===== src/hw/pix_pack_pkg.sv =====
// constants shared by the pixel packing front end
package pix_pack_pkg;
   localparam int unsigned TYPE_W  = 6;
   localparam int unsigned DATA_W  = 64;
   localparam int unsigned CNT_W   = 4;
   localparam int unsigned BITS_W  = 7;
   localparam int unsigned LEN_W   = 13;
   localparam int unsigned VC_W    = 2;
   localparam int unsigned LINE_W  = 16;
   localparam int unsigned COMP_W  = 5;
   localparam int unsigned SLOTS   = 32;
   localparam int unsigned ADDR_W  = 5;
   // type codes
   localparam logic [5:0] DT_YUV420_8    = 6'h18;
   localparam logic [5:0] DT_YUV420_10   = 6'h19;
   localparam logic [5:0] DT_YUV420_8L   = 6'h1a;
   localparam logic [5:0] DT_YUV420_8C   = 6'h1c;
   localparam logic [5:0] DT_YUV420_10C  = 6'h1d;
   localparam logic [5:0] DT_YUV422_8    = 6'h1e;
   localparam logic [5:0] DT_YUV422_10   = 6'h1f;
   localparam logic [5:0] DT_RGB444      = 6'h20;
   localparam logic [5:0] DT_RGB555      = 6'h21;
   localparam logic [5:0] DT_RGB565      = 6'h22;
   localparam logic [5:0] DT_RGB666      = 6'h23;
   localparam logic [5:0] DT_RGB888      = 6'h24;
   localparam logic [5:0] DT_RAW6        = 6'h28;
   localparam logic [5:0] DT_RAW7        = 6'h29;
   localparam logic [5:0] DT_RAW8        = 6'h2a;
   localparam logic [5:0] DT_RAW10       = 6'h2b;
   localparam logic [5:0] DT_RAW12       = 6'h2c;
   localparam logic [5:0] DT_RAW14       = 6'h2d;
   localparam logic [5:0] DT_USER_LO     = 6'h30;
   localparam logic [5:0] DT_USER_HI     = 6'h37;
   // per-clock bit counts
   localparam logic [6:0] BITS_40 = 7'h28;
   localparam logic [6:0] BITS_48 = 7'h30;
   localparam logic [6:0] BITS_54 = 7'h36;
   localparam logic [6:0] BITS_56 = 7'h38;
   localparam logic [6:0] BITS_60 = 7'h3c;
   localparam logic [6:0] BITS_64 = 7'h40;
   // pixels per clock
   localparam logic [3:0] PIX_2  = 4'h2;
   localparam logic [3:0] PIX_3  = 4'h3;
   localparam logic [3:0] PIX_4  = 4'h4;
   localparam logic [3:0] PIX_5  = 4'h5;
   localparam logic [3:0] PIX_6  = 4'h6;
   localparam logic [3:0] PIX_8  = 4'h8;
   localparam logic [3:0] PIX_10 = 4'ha;
   // line length limits in pixels
   localparam logic [12:0] LEN_1920 = 13'h0780;
   localparam logic [12:0] LEN_2304 = 13'h0900;
   localparam logic [12:0] LEN_2556 = 13'h09fc;
   localparam logic [12:0] LEN_2880 = 13'h0b40;
   localparam logic [12:0] LEN_3288 = 13'h0cd8;
   localparam logic [12:0] LEN_3840 = 13'h0f00;
   localparam logic [12:0] LEN_4608 = 13'h1200;
   localparam logic [12:0] LEN_5760 = 13'h1680;
   localparam logic [12:0] LEN_6576 = 13'h19b0;
   localparam logic [12:0] LEN_7680 = 13'h1e00;
   // pixel widths in bits
   localparam logic [4:0] W_6  = 5'h06;
   localparam logic [4:0] W_7  = 5'h07;
   localparam logic [4:0] W_8  = 5'h08;
   localparam logic [4:0] W_10 = 5'h0a;
   localparam logic [4:0] W_12 = 5'h0c;
   localparam logic [4:0] W_14 = 5'h0e;
   localparam logic [4:0] W_15 = 5'h0f;
   localparam logic [4:0] W_16 = 5'h10;
   localparam logic [4:0] W_18 = 5'h12;
   localparam logic [4:0] W_24 = 5'h18;
   // controller states, gray coded
   typedef enum logic [1:0] {
      ST_IDLE  = 2'b00,
      ST_SETUP = 2'b01,
      ST_LINE  = 2'b11,
      ST_GAP   = 2'b10
   } line_state_t;
endpackage : pix_pack_pkg


===== src/hw/pix_word_mem.sv =====
// small register-output memory holding raw pixel words of one line group
`timescale 1ns/1ps
`default_nettype none
module pix_word_mem (
   input  wire logic                                clk_sys,
   input  wire logic                                wr_en,
   input  wire logic [pix_pack_pkg::ADDR_W-1:0]     wr_addr,
   input  wire logic [pix_pack_pkg::DATA_W-1:0]     wr_data,
   input  wire logic [pix_pack_pkg::ADDR_W-1:0]     rd_addr,
   output logic      [pix_pack_pkg::DATA_W-1:0]     rd_data
);
   import pix_pack_pkg::*;
   logic [DATA_W-1:0] mem_r [SLOTS];

   // write port
   always_ff @(posedge clk_sys) begin
      if (wr_en) begin
         mem_r[wr_addr] <= wr_data;
      end
   end

   // registered read
   always_ff @(posedge clk_sys) begin
      rd_data <= mem_r[rd_addr];
   end
endmodule : pix_word_mem
`default_nettype wire


===== src/hw/pix_type_host.sv =====
// core-side driver of the transmitter pixel port: type, sync, channel, packed data
`timescale 1ns/1ps
`default_nettype none
// Summary of operation
// type code changes only while horizontal sync is low.
// type code is held one pixel clock before horizontal sync rises.
// channel id changes with vertical sync low, held one clock before it rises.
// 0x20 RGB444, 48 bits, four 12-bit pixels, 2880 per line.
// 0x21 RGB555, 60 bits, four 15-bit pixels, 2880 per line.
// 0x22 RGB565, 64 bits, four 16-bit pixels, 2880 per line.
// 0x23 RGB666, 54 bits, three 18-bit pixels, 2556 per line.
// 0x24 RGB888, 48 bits, two 24-bit pixels, 1920 per line.
// 0x28 RAW6, 60 bits, ten 6-bit pixels, 7680 per line.
// 0x29 RAW7, 56 bits, eight 7-bit pixels, 6576 per line.
// 0x2A RAW8, 64 bits, eight 8-bit pixels, 5760 per line.
// 0x2B RAW10, 60 bits, six 10-bit pixels, 4608 per line.
// 0x2C RAW12, 60 bits, five 12-bit pixels, 3840 per line.
// 0x2D RAW14, 56 bits, four 14-bit pixels, 3288 per line.
// 0x18/0x1C YUV420 8-bit, odd lines eight, even four pixels, 2880.
// 0x19/0x1D YUV420 10-bit, odd six in 60, even two in 40, 2304.
// 0x1A legacy YUV420 8-bit, four pixels in 48 bits, 3840.
// 0x1E YUV422 8-bit, four pixels in 64 bits, 2880.
// 0x1F YUV422 10-bit, two pixels in 40 bits, 2304.
// 0x30 to 0x37 user 8-bit, eight pixels in 64 bits, 5760.
// valid bits sit at the low end; bits above the count are zero.
module pix_type_host (
   input  wire logic                                clk_sys,
   input  wire logic                                reset_n,
   input  wire logic                                line_start,
   input  wire logic                                frame_start,
   input  wire logic                                frame_end,
   input  wire logic [pix_pack_pkg::TYPE_W-1:0]     req_type,
   input  wire logic [pix_pack_pkg::VC_W-1:0]       req_vc,
   input  wire logic [pix_pack_pkg::LEN_W-1:0]      req_len,
   input  wire logic                                src_valid,
   input  wire logic [pix_pack_pkg::DATA_W-1:0]     src_data,
   output logic                                     src_ready,
   output logic                                     busy,
   output logic                                     type_bad,
   output logic                                     len_bad,
   output logic [pix_pack_pkg::BITS_W-1:0]          bits_per_clk,
   output logic [pix_pack_pkg::CNT_W-1:0]           pix_per_clk,
   output logic [pix_pack_pkg::TYPE_W-1:0]          video_type,
   output logic [pix_pack_pkg::VC_W-1:0]            virtual_channel_id,
   output logic                                     hsync,
   output logic                                     vsync,
   output logic                                     pix_valid,
   output logic [pix_pack_pkg::DATA_W-1:0]          pix_data
);
   import pix_pack_pkg::*;

   line_state_t        state_r;
   line_state_t        state_nxt;
   logic [TYPE_W-1:0]  type_r;
   logic [LEN_W-1:0]   left_r;
   logic               odd_line_r;
   logic [BITS_W-1:0]  bits_sel;
   logic [CNT_W-1:0]   pix_sel;
   logic [LEN_W-1:0]   max_sel;
   logic               known_sel;
   logic [DATA_W-1:0]  keep_mask;
   logic [DATA_W-1:0]  mem_rd;
   logic [ADDR_W-1:0]  wr_ptr_r;
   logic               take;
   logic               last_beat;

   // format table: bit count, pixel count and line limit per type code
   always_comb begin
      bits_sel  = BITS_64;
      pix_sel   = PIX_8;
      max_sel   = LEN_5760;
      known_sel = 1'b1;
      if (type_r >= DT_USER_LO && type_r <= DT_USER_HI) begin
         bits_sel = BITS_64;
         pix_sel  = PIX_8;
         max_sel  = LEN_5760;
      end else begin
         unique case (type_r)
            DT_RGB444: begin bits_sel = BITS_48; pix_sel = PIX_4; max_sel = LEN_2880; end
            DT_RGB555: begin bits_sel = BITS_60; pix_sel = PIX_4; max_sel = LEN_2880; end
            DT_RGB565: begin bits_sel = BITS_64; pix_sel = PIX_4; max_sel = LEN_2880; end
            DT_RGB666: begin bits_sel = BITS_54; pix_sel = PIX_3; max_sel = LEN_2556; end
            DT_RGB888: begin bits_sel = BITS_48; pix_sel = PIX_2; max_sel = LEN_1920; end
            DT_RAW6:   begin bits_sel = BITS_60; pix_sel = PIX_10; max_sel = LEN_7680; end
            DT_RAW7:   begin bits_sel = BITS_56; pix_sel = PIX_8; max_sel = LEN_6576; end
            DT_RAW8:   begin bits_sel = BITS_64; pix_sel = PIX_8; max_sel = LEN_5760; end
            DT_RAW10:  begin bits_sel = BITS_60; pix_sel = PIX_6; max_sel = LEN_4608; end
            DT_RAW12:  begin bits_sel = BITS_60; pix_sel = PIX_5; max_sel = LEN_3840; end
            DT_RAW14:  begin bits_sel = BITS_56; pix_sel = PIX_4; max_sel = LEN_3288; end
            DT_YUV420_8, DT_YUV420_8C: begin
               bits_sel = BITS_64;
               pix_sel  = odd_line_r ? PIX_8 : PIX_4;
               max_sel  = LEN_2880;
            end
            DT_YUV420_10, DT_YUV420_10C: begin
               bits_sel = odd_line_r ? BITS_60 : BITS_40;
               pix_sel  = odd_line_r ? PIX_6 : PIX_2;
               max_sel  = LEN_2304;
            end
            DT_YUV420_8L: begin bits_sel = BITS_48; pix_sel = PIX_4; max_sel = LEN_3840; end
            DT_YUV422_8:  begin bits_sel = BITS_64; pix_sel = PIX_4; max_sel = LEN_2880; end
            DT_YUV422_10: begin bits_sel = BITS_40; pix_sel = PIX_2; max_sel = LEN_2304; end
            default: begin
               known_sel = 1'b0;
            end
         endcase
      end
   end

   // low-end mask: one bit per valid position
   genvar gi;
   generate
      for (gi = 0; gi < DATA_W; gi++) begin : g_mask
         assign keep_mask[gi] = (BITS_W'(gi) < bits_sel);
      end
   endgenerate

   // line sequencer: idle, type setup, active line, line gap
   always_comb begin
      state_nxt = state_r;
      unique case (state_r)
         ST_IDLE:  if (line_start) state_nxt = ST_SETUP;
         ST_SETUP: state_nxt = ST_LINE;
         ST_LINE:  if (last_beat) state_nxt = ST_GAP;
         ST_GAP:   state_nxt = ST_IDLE;
      endcase
   end

   assign take      = (state_r == ST_LINE) && src_valid;
   assign src_ready = (state_r == ST_LINE);
   assign last_beat = take && (left_r <= LEN_W'(pix_sel));
   assign busy      = (state_r != ST_IDLE);

   always_ff @(posedge clk_sys or negedge reset_n) begin
      if (!reset_n) begin
         state_r <= ST_IDLE;
      end else begin
         state_r <= state_nxt;
      end
   end

   // type code latched only while the line is not running
   always_ff @(posedge clk_sys or negedge reset_n) begin
      if (!reset_n) begin
         type_r <= DT_RAW8;
      end else if (state_r == ST_IDLE && line_start) begin
         type_r <= req_type;
      end
   end

   // remaining pixels in the line, clamped to the type limit
   always_ff @(posedge clk_sys or negedge reset_n) begin
      if (!reset_n) begin
         left_r  <= '0;
         len_bad <= 1'b0;
      end else if (state_r == ST_SETUP) begin
         left_r  <= (req_len > max_sel) ? max_sel : req_len;
         len_bad <= (req_len > max_sel);
      end else if (take) begin
         left_r  <= last_beat ? '0 : left_r - LEN_W'(pix_sel);
      end
   end

   // odd/even line parity, reset on frame start while vsync is low
   always_ff @(posedge clk_sys or negedge reset_n) begin
      if (!reset_n) begin
         odd_line_r <= 1'b1;
      end else if (frame_start && !vsync) begin
         odd_line_r <= 1'b1;
      end else if (state_r == ST_GAP) begin
         odd_line_r <= !odd_line_r;
      end
   end

   // vertical sync and channel id
   always_ff @(posedge clk_sys or negedge reset_n) begin
      if (!reset_n) begin
         vsync              <= 1'b0;
         virtual_channel_id <= '0;
      end else if (!vsync && frame_start) begin
         virtual_channel_id <= req_vc;
      end else if (!vsync && virtual_channel_id == req_vc && frame_start == 1'b0
                   && state_r == ST_SETUP) begin
         vsync <= 1'b1;
      end else if (vsync && frame_end && state_r == ST_IDLE) begin
         vsync <= 1'b0;
      end
   end

   // horizontal sync high only during the active line
   always_ff @(posedge clk_sys or negedge reset_n) begin
      if (!reset_n) begin
         hsync <= 1'b0;
      end else begin
         hsync <= (state_nxt == ST_LINE);
      end
   end

   // record of recent raw words for inspection of the last line group
   always_ff @(posedge clk_sys or negedge reset_n) begin
      if (!reset_n) begin
         wr_ptr_r <= '0;
      end else if (take) begin
         wr_ptr_r <= wr_ptr_r + ADDR_W'(1);
      end
   end

   pix_word_mem u_mem (
      .clk_sys (clk_sys),
      .wr_en   (take),
      .wr_addr (wr_ptr_r),
      .wr_data (src_data),
      .rd_addr (wr_ptr_r),
      .rd_data (mem_rd)
   );

   // registered pixel output and status
   always_ff @(posedge clk_sys or negedge reset_n) begin
      if (!reset_n) begin
         pix_valid    <= 1'b0;
         pix_data     <= '0;
         bits_per_clk <= '0;
         pix_per_clk  <= '0;
         video_type   <= DT_RAW8;
         type_bad     <= 1'b0;
      end else begin
         pix_valid    <= take;
         pix_data     <= take ? (src_data & keep_mask) : '0;
         bits_per_clk <= bits_sel;
         pix_per_clk  <= pix_sel;
         // type leaves with the latch edge so it settles a clock before hsync rises
         video_type   <= (state_r == ST_IDLE && line_start) ? req_type : type_r;
         type_bad     <= !known_sel;
      end
   end
endmodule : pix_type_host
`default_nettype wire


===== config.mk =====
export PLATFORM = sky130hd
export DESIGN_NAME = pix_type_host
export DESIGN_NICKNAME = d
export VERILOG_FILES = /design/src/hw/pix_pack_pkg.sv /design/src/hw/pix_word_mem.sv /design/src/hw/pix_type_host.sv
export SDC_FILE = /design/constraint.sdc
export NUM_CORES = 1
export LEC_CHECK = 0
export BUFFER_PORTS_ARGS = -buffer_cell sky130_fd_sc_hd__buf_4
export CAP_MARGIN = 0
export CORE_MARGIN = 2
export CORE_UTILIZATION = 55
export CTS_BUF_LIST = sky130_fd_sc_hd__clkbuf_4 sky130_fd_sc_hd__clkbuf_8
export CTS_CLUSTER_DIAMETER = 120
export CTS_CLUSTER_SIZE = 12
export DETAILED_ROUTE_END_ITERATION = 10
export PLACE_DENSITY_LB_ADDON = 0.25
export SETUP_SLACK_MARGIN = 0.02
export SLEW_MARGIN = 20
export SYNTH_ARGS = -nofsm -noshare
export SYNTH_HDL_FRONTEND = slang
export SYNTH_HIERARCHICAL = 1
export SYNTH_SLANG_ARGS = --single-unit

===== constraint.sdc =====
create_clock -name clk_sys -period 8.28 [get_ports clk_sys]
set_input_delay 0.828 -clock clk_sys [delete_from_list [all_inputs] [get_ports clk_sys]]
set_output_delay 0.828 -clock clk_sys [all_outputs]
set_load 0.005 [all_outputs]

Yosys cells after proc, flatten, opt, wreduce, memory -nomap -nowiden
Index checks and enable logic that the tools add are counted.
{ "word_totals": {"regBits": 104, "latch_bits": 0, "ram_bits": 0, "romBits": 0, "inputBits": 91, "output_inout_bits": 90, "wordCells": 161, "n_memories": 0} }
{ "op_classes": {"add_sub_neg": 1, "mul": 0, "div_mod_pow": 0, "magnitude_cmp": 68, "eq_ne": 23, "shift": 0, "muxes": 23, "bitwise_logic": 3, "n_reduce_logical": 30} }
{ "ops": {"columns": ["op", "count"], "rows": [
  ["$lt A6 B7 Y1 const A", 32],
  ["$pmux W13 S9", 1],
  ["$lt A5 B7 Y1 const A", 16],
  ["$eq A6 B6 Y1 const B", 11],
  ["$mux W13", 5],
  ["$and A64 B64 Y64", 1],
  ["$mux W64", 1],
  ["$lt A4 B7 Y1 const A", 8],
  ["$eq A6 B5 Y1 const B", 7],
  ["$pmux W7 S6", 1],
  ["$pmux W4 S8", 1],
  ["$lt A3 B7 Y1 const A", 4],
  ["$reduce_or A18 Y1", 1],
  ["$lt A1 B7 Y1 const A", 2],
  ["$lt A2 B7 Y1 const A", 2],
  ["$gt A13 B13 Y1", 1],
  ["$le A13 B4 Y1", 1],
  ["$sub A13 B4 Y13", 1],
  ["$reduce_or A6 Y1", 2],
  ["$logic_and A1 B1 Y1", 10],
  ["$reduce_or A2 Y1", 5],
  ["$mux W4", 2],
  ["$pmux W2 S4", 1],
  ["$reduce_bool A2 Y1", 4],
  ["16 further kinds", 28]
]} }

Logic depth before layout (Yosys ltp)
{ "logic_depth": {"word_depth": 9, "ltp_mapped": 15} }

Least setup slack after synthesis
Ideal clock, no wire load.
{ "synth_path": {"kind": "reg-to-reg", "from": "register, netlist name video_type[3]", "to": "register left_r[8]", "t_arrival_ns": 3.116, "setup_slack_ns": 5.029, "stages_incl_launch_ff": 15, "path_buffers": 3, "synth_period_minus_slack_ns": 3.251, "cell_sequence": "dfstp_2 -> buf_2 -> clkbuf_1 -> buf_1 -> a31oi_1 -> nor2_1 -> ha_1 -> inv_1 -> fa_1 -> a21o_1 -> a21oi_1 -> nand2_1 -> o31a_2 -> a22oi_1 -> o211ai_1"} }
{ "synth_lines": {"columns": ["element", "line", "rtl"], "rows": [
  ["to (signal assigned)", "pix_type_host.sv:157", "left_r <= (req_len > max_sel) ? max_sel : req_len;"],
  ["to (signal assigned)", "pix_type_host.sv:160", "left_r <= last_beat ? '0 : left_r - LEN_W'(pix_sel);"],
  ["to (decl)", "pix_type_host.sv:55", "logic [LEN_W-1:0] left_r;"]
]} }

==> out/qor.yml <==
drt:
  wirelength_um: 13000
  drc_errors: 0
  firstDrtPassIters: 5
  wl_per_cell_um: 17.4
  vias: 4231
  via_per_inst: 5.68
  drt_iter0_markers: 304
  route.antenna.remaining_nets: 0
critical_path:
  cp.arrival_ns: 4.23
  crit_chain: "nand3b_1 > a21oi_1 > nor2_1 > o21ai_0 > a21oi_1 > ha_1 > o21a_1 > o21ai_0 > o211ai_1 > and2_0 > o211ai_1 > o211ai_1"
  cp_num_buf_inv: 0
  start_kind: "flop"
  worstReg2RegEnd: "left_r[12]"
  endpoint_kind: "flop"
  worstSetupPathType: "reg -> reg"
  r2r_start: "video_type[3]"
  reg2reg_setup_slack_ns: 4.35
  crit_path_top_delay_cell: "dfstp_2"
  r2r_cells: 12
  path_depth: 12
  max_stage_delay_ns: 0.85
  critPathMaxFanout: 30
  cp_common_cell: "o211ai_1"
  cp.required_ns: 8.57
  cp_top_family: "compound AO/OA/AOI/OAI gates"
global_route:
  grt_pass1_wl_um: 21100
  grt_max_degree: 56
  grt_use_total_pct: 27.7
  antenna_found_initial: 0
  grt_pass1_vias: 4116
  overflow: 0
clocking:
  cts_hold_buf: 0
  htreeDepth: 3
  clk_pin_slew_ns: 0.11
  post_cts_buffers: 0
  cts_buffers: 9
  cts.sinks: 103
  cts.repair.resized: 0
  clockBufferDepth: 2
  cts_tree: "built"
  cts_root_buf: "clkbuf_8"
  insertion_delay_ns: 0.38
synth:
  syn_inst: 465
  syn_avg_cell_area_um2: 10.5
  synth_fp_nets: 572
  synth_edf_count: 0
  yosys_warnings: 6
  ys_seq_area_share_pct: 52.7
  ys_ff_latch: 103
  yosys_most_used_dff: "dfrtp_1"
  synth.distinct_cells: 70
  async_flop_share_pct: 100
  netlist_area_um2: 4900
layout:
  area_delta_synth_final_pct: 32.1
  antenna_cells: 0
  drive_gt1_share_pct: 35.2
  final_cell_mix: "buf_4 (181), dfrtp_1 (99), and2_1 (66), nand2_1 (28), a21oi_1 (26)"
  layout_commonest_cell: "buf_4"
  nFillCells: 635
  stdcell_area_um2: 6470
  nets: 739
  stdcell_count: 745
sta:
  slew_headroom_pct: 34.4
  hold_viol: 0
  rsz0062_at_grt: "no"
  setup_viol: 0
  tightest_slew_ns: 0.984
  slew_violations: 0
  min_period_ns: 3.93
  tns_ns: 0
  min_period_over_period_pct: 47.5
  fin_skew_ns: 0.0149
  fmax_mhz: 254
  holdWs_ns: 0.445
flow_run:
  max-cap-violations: 0
power_and_ir_drop:
  p_leak_uw: 0.00317
  ir_worst_vdd_v: 0.000183
  p_per_area_nw_per_um2: 323
floorplan:
  dieArea_um2: 9670
  rows: 34
  die_h_um: 98.4
  die_w_um: 98.4
  start_util_pct: 56.4
  coreArea_um2: 8680
  ios: 181
placed_design:
  dp_hpwl_um: 9680
  io_buffers: 179
  placed_cell_area_um2: 6270
  dp_cells: 729
  place_congestion: 0.976
outcome:
  status: "finished clean"
min_path:
  hold_path_class: "in -> async"
## metrics by stage
stage | setup WS (ns) | util (%) | total power, uW
after floorplan | 5.03 | - | 1390
after global placement | 4.54 | 72.3 | 1740
after detailed placement | 4.49 | 72.3 | 1760
after CTS | 4.46 | 74.5 | 2080
after global routing | 4.05 | 74.5 | 2240
final | 4.35 | 74.5 | 2090
## per-layer routing
metal | track usage, % | up-vias | wire length, um
li1 | - | 1957 | -
met4 | 11.0 | 0 | 412
met1 | 37.5 | 2030 | 5370
met3 | 7.02 | 36 | 1090
met2 | 43.1 | 208 | 6110
met5 | 0 | - | 0
## power by group
group | internal, uW | leakage [uW] | switching, uW
logic | 461 | 0.00178 | 533
clock network | 121 | 0.0000971 | 191
registers | 638 | 0.00129 | 148
total | 1220 | 0.00317 | 872
## synthesized netlist by cell type (3+ instances only)
library cell / n / area share, %
dfrtp_1: 99 / 51
and2_1: 66 / 8.4
nand2_1: 28 / 2.1
a21oi_1: 26 / 2.7
nor2_1: 22 / 1.7
o21ai_0: 18 / 1.8
clkbuf_1: 15 / 1.1
ha_1: 15 / 3.8
inv_1: 14 / 1.1
nor3_1: 11 / 1.1
o211ai_1: 10 / 1.5
nand2b_1: 9 / 1.1
mux2_2: 8 / 1.8
nor2b_1: 7 / 0.89
and3_1: 6 / 0.77
buf_2: 6 / 0.61
o21a_1: 6 / 0.92
a22oi_1: 5 / 0.77
a31oi_1: 5 / 0.64
nand3_1: 5 / 0.51
a211o_1: 4 / 0.72
dfstp_2: 4 / 2.1
nand4_1: 4 / 0.51
o22ai_1: 4 / 0.51
mux2i_1: 3 / 0.61
nand3b_1: 3 / 0.46
nor4_1: 3 / 0.38
xor2_1: 3 / 0.54
## registers in the layout, summed over array words and instances (netlist names), 2 cells and up
name / flops
pix_data: 64
left_r: 13
bits_per_clk: 6
video_type: 6
pix_per_clk: 4
state_r: 2
virtual_channel_id: 2
## logic make-up (layout without fill, tap and decap cells)
| family | after synthesis | in the layout | share of synthesized area, % |
|---|---|---|---|
| adders and majority gates | 16 | 16 | 4.24 |
| and+or+nand+nor | 185 | 185 | 21.8 |
| other | 1 | 1 | 0.0766 |
| xor gates and xnor gates | 5 | 5 | 0.895 |
| muxes | 11 | 11 | 2.45 |
| AOI/OAI and AO/OA | 104 | 104 | 14.2 |
| DFF | 103 | 103 | 52.7 |
| buffers and inverters | 40 | 212 | 3.53 |
## worst max-delay path by stage
stage	slack, ns	from	endpoint
after global routing	4.05	video_type[3]	left_r[4]
final	4.35	video_type[3]	left_r[12]
after floorplan	5.03	video_type[3]	left_r[8]
after CTS	4.46	video_type[3]	left_r[12]
after detailed placement	4.49	video_type[3]	left_r[8]
after global placement	4.54	video_type[3]	left_r[12]
## area by class of cell
type	instances	area [um2]	area share, %
flip-flops and latches	103	2580	39.9
multi-input cells	322	2140	33.1
repair buffers	181	1360	21.0
well taps	108	135	2.09
clock buffers	10	131	2.03
clock inverters	6	63.8	0.986
inverters	15	56.3	0.870
No activity file was read; power rests on OpenSTA's default activity.
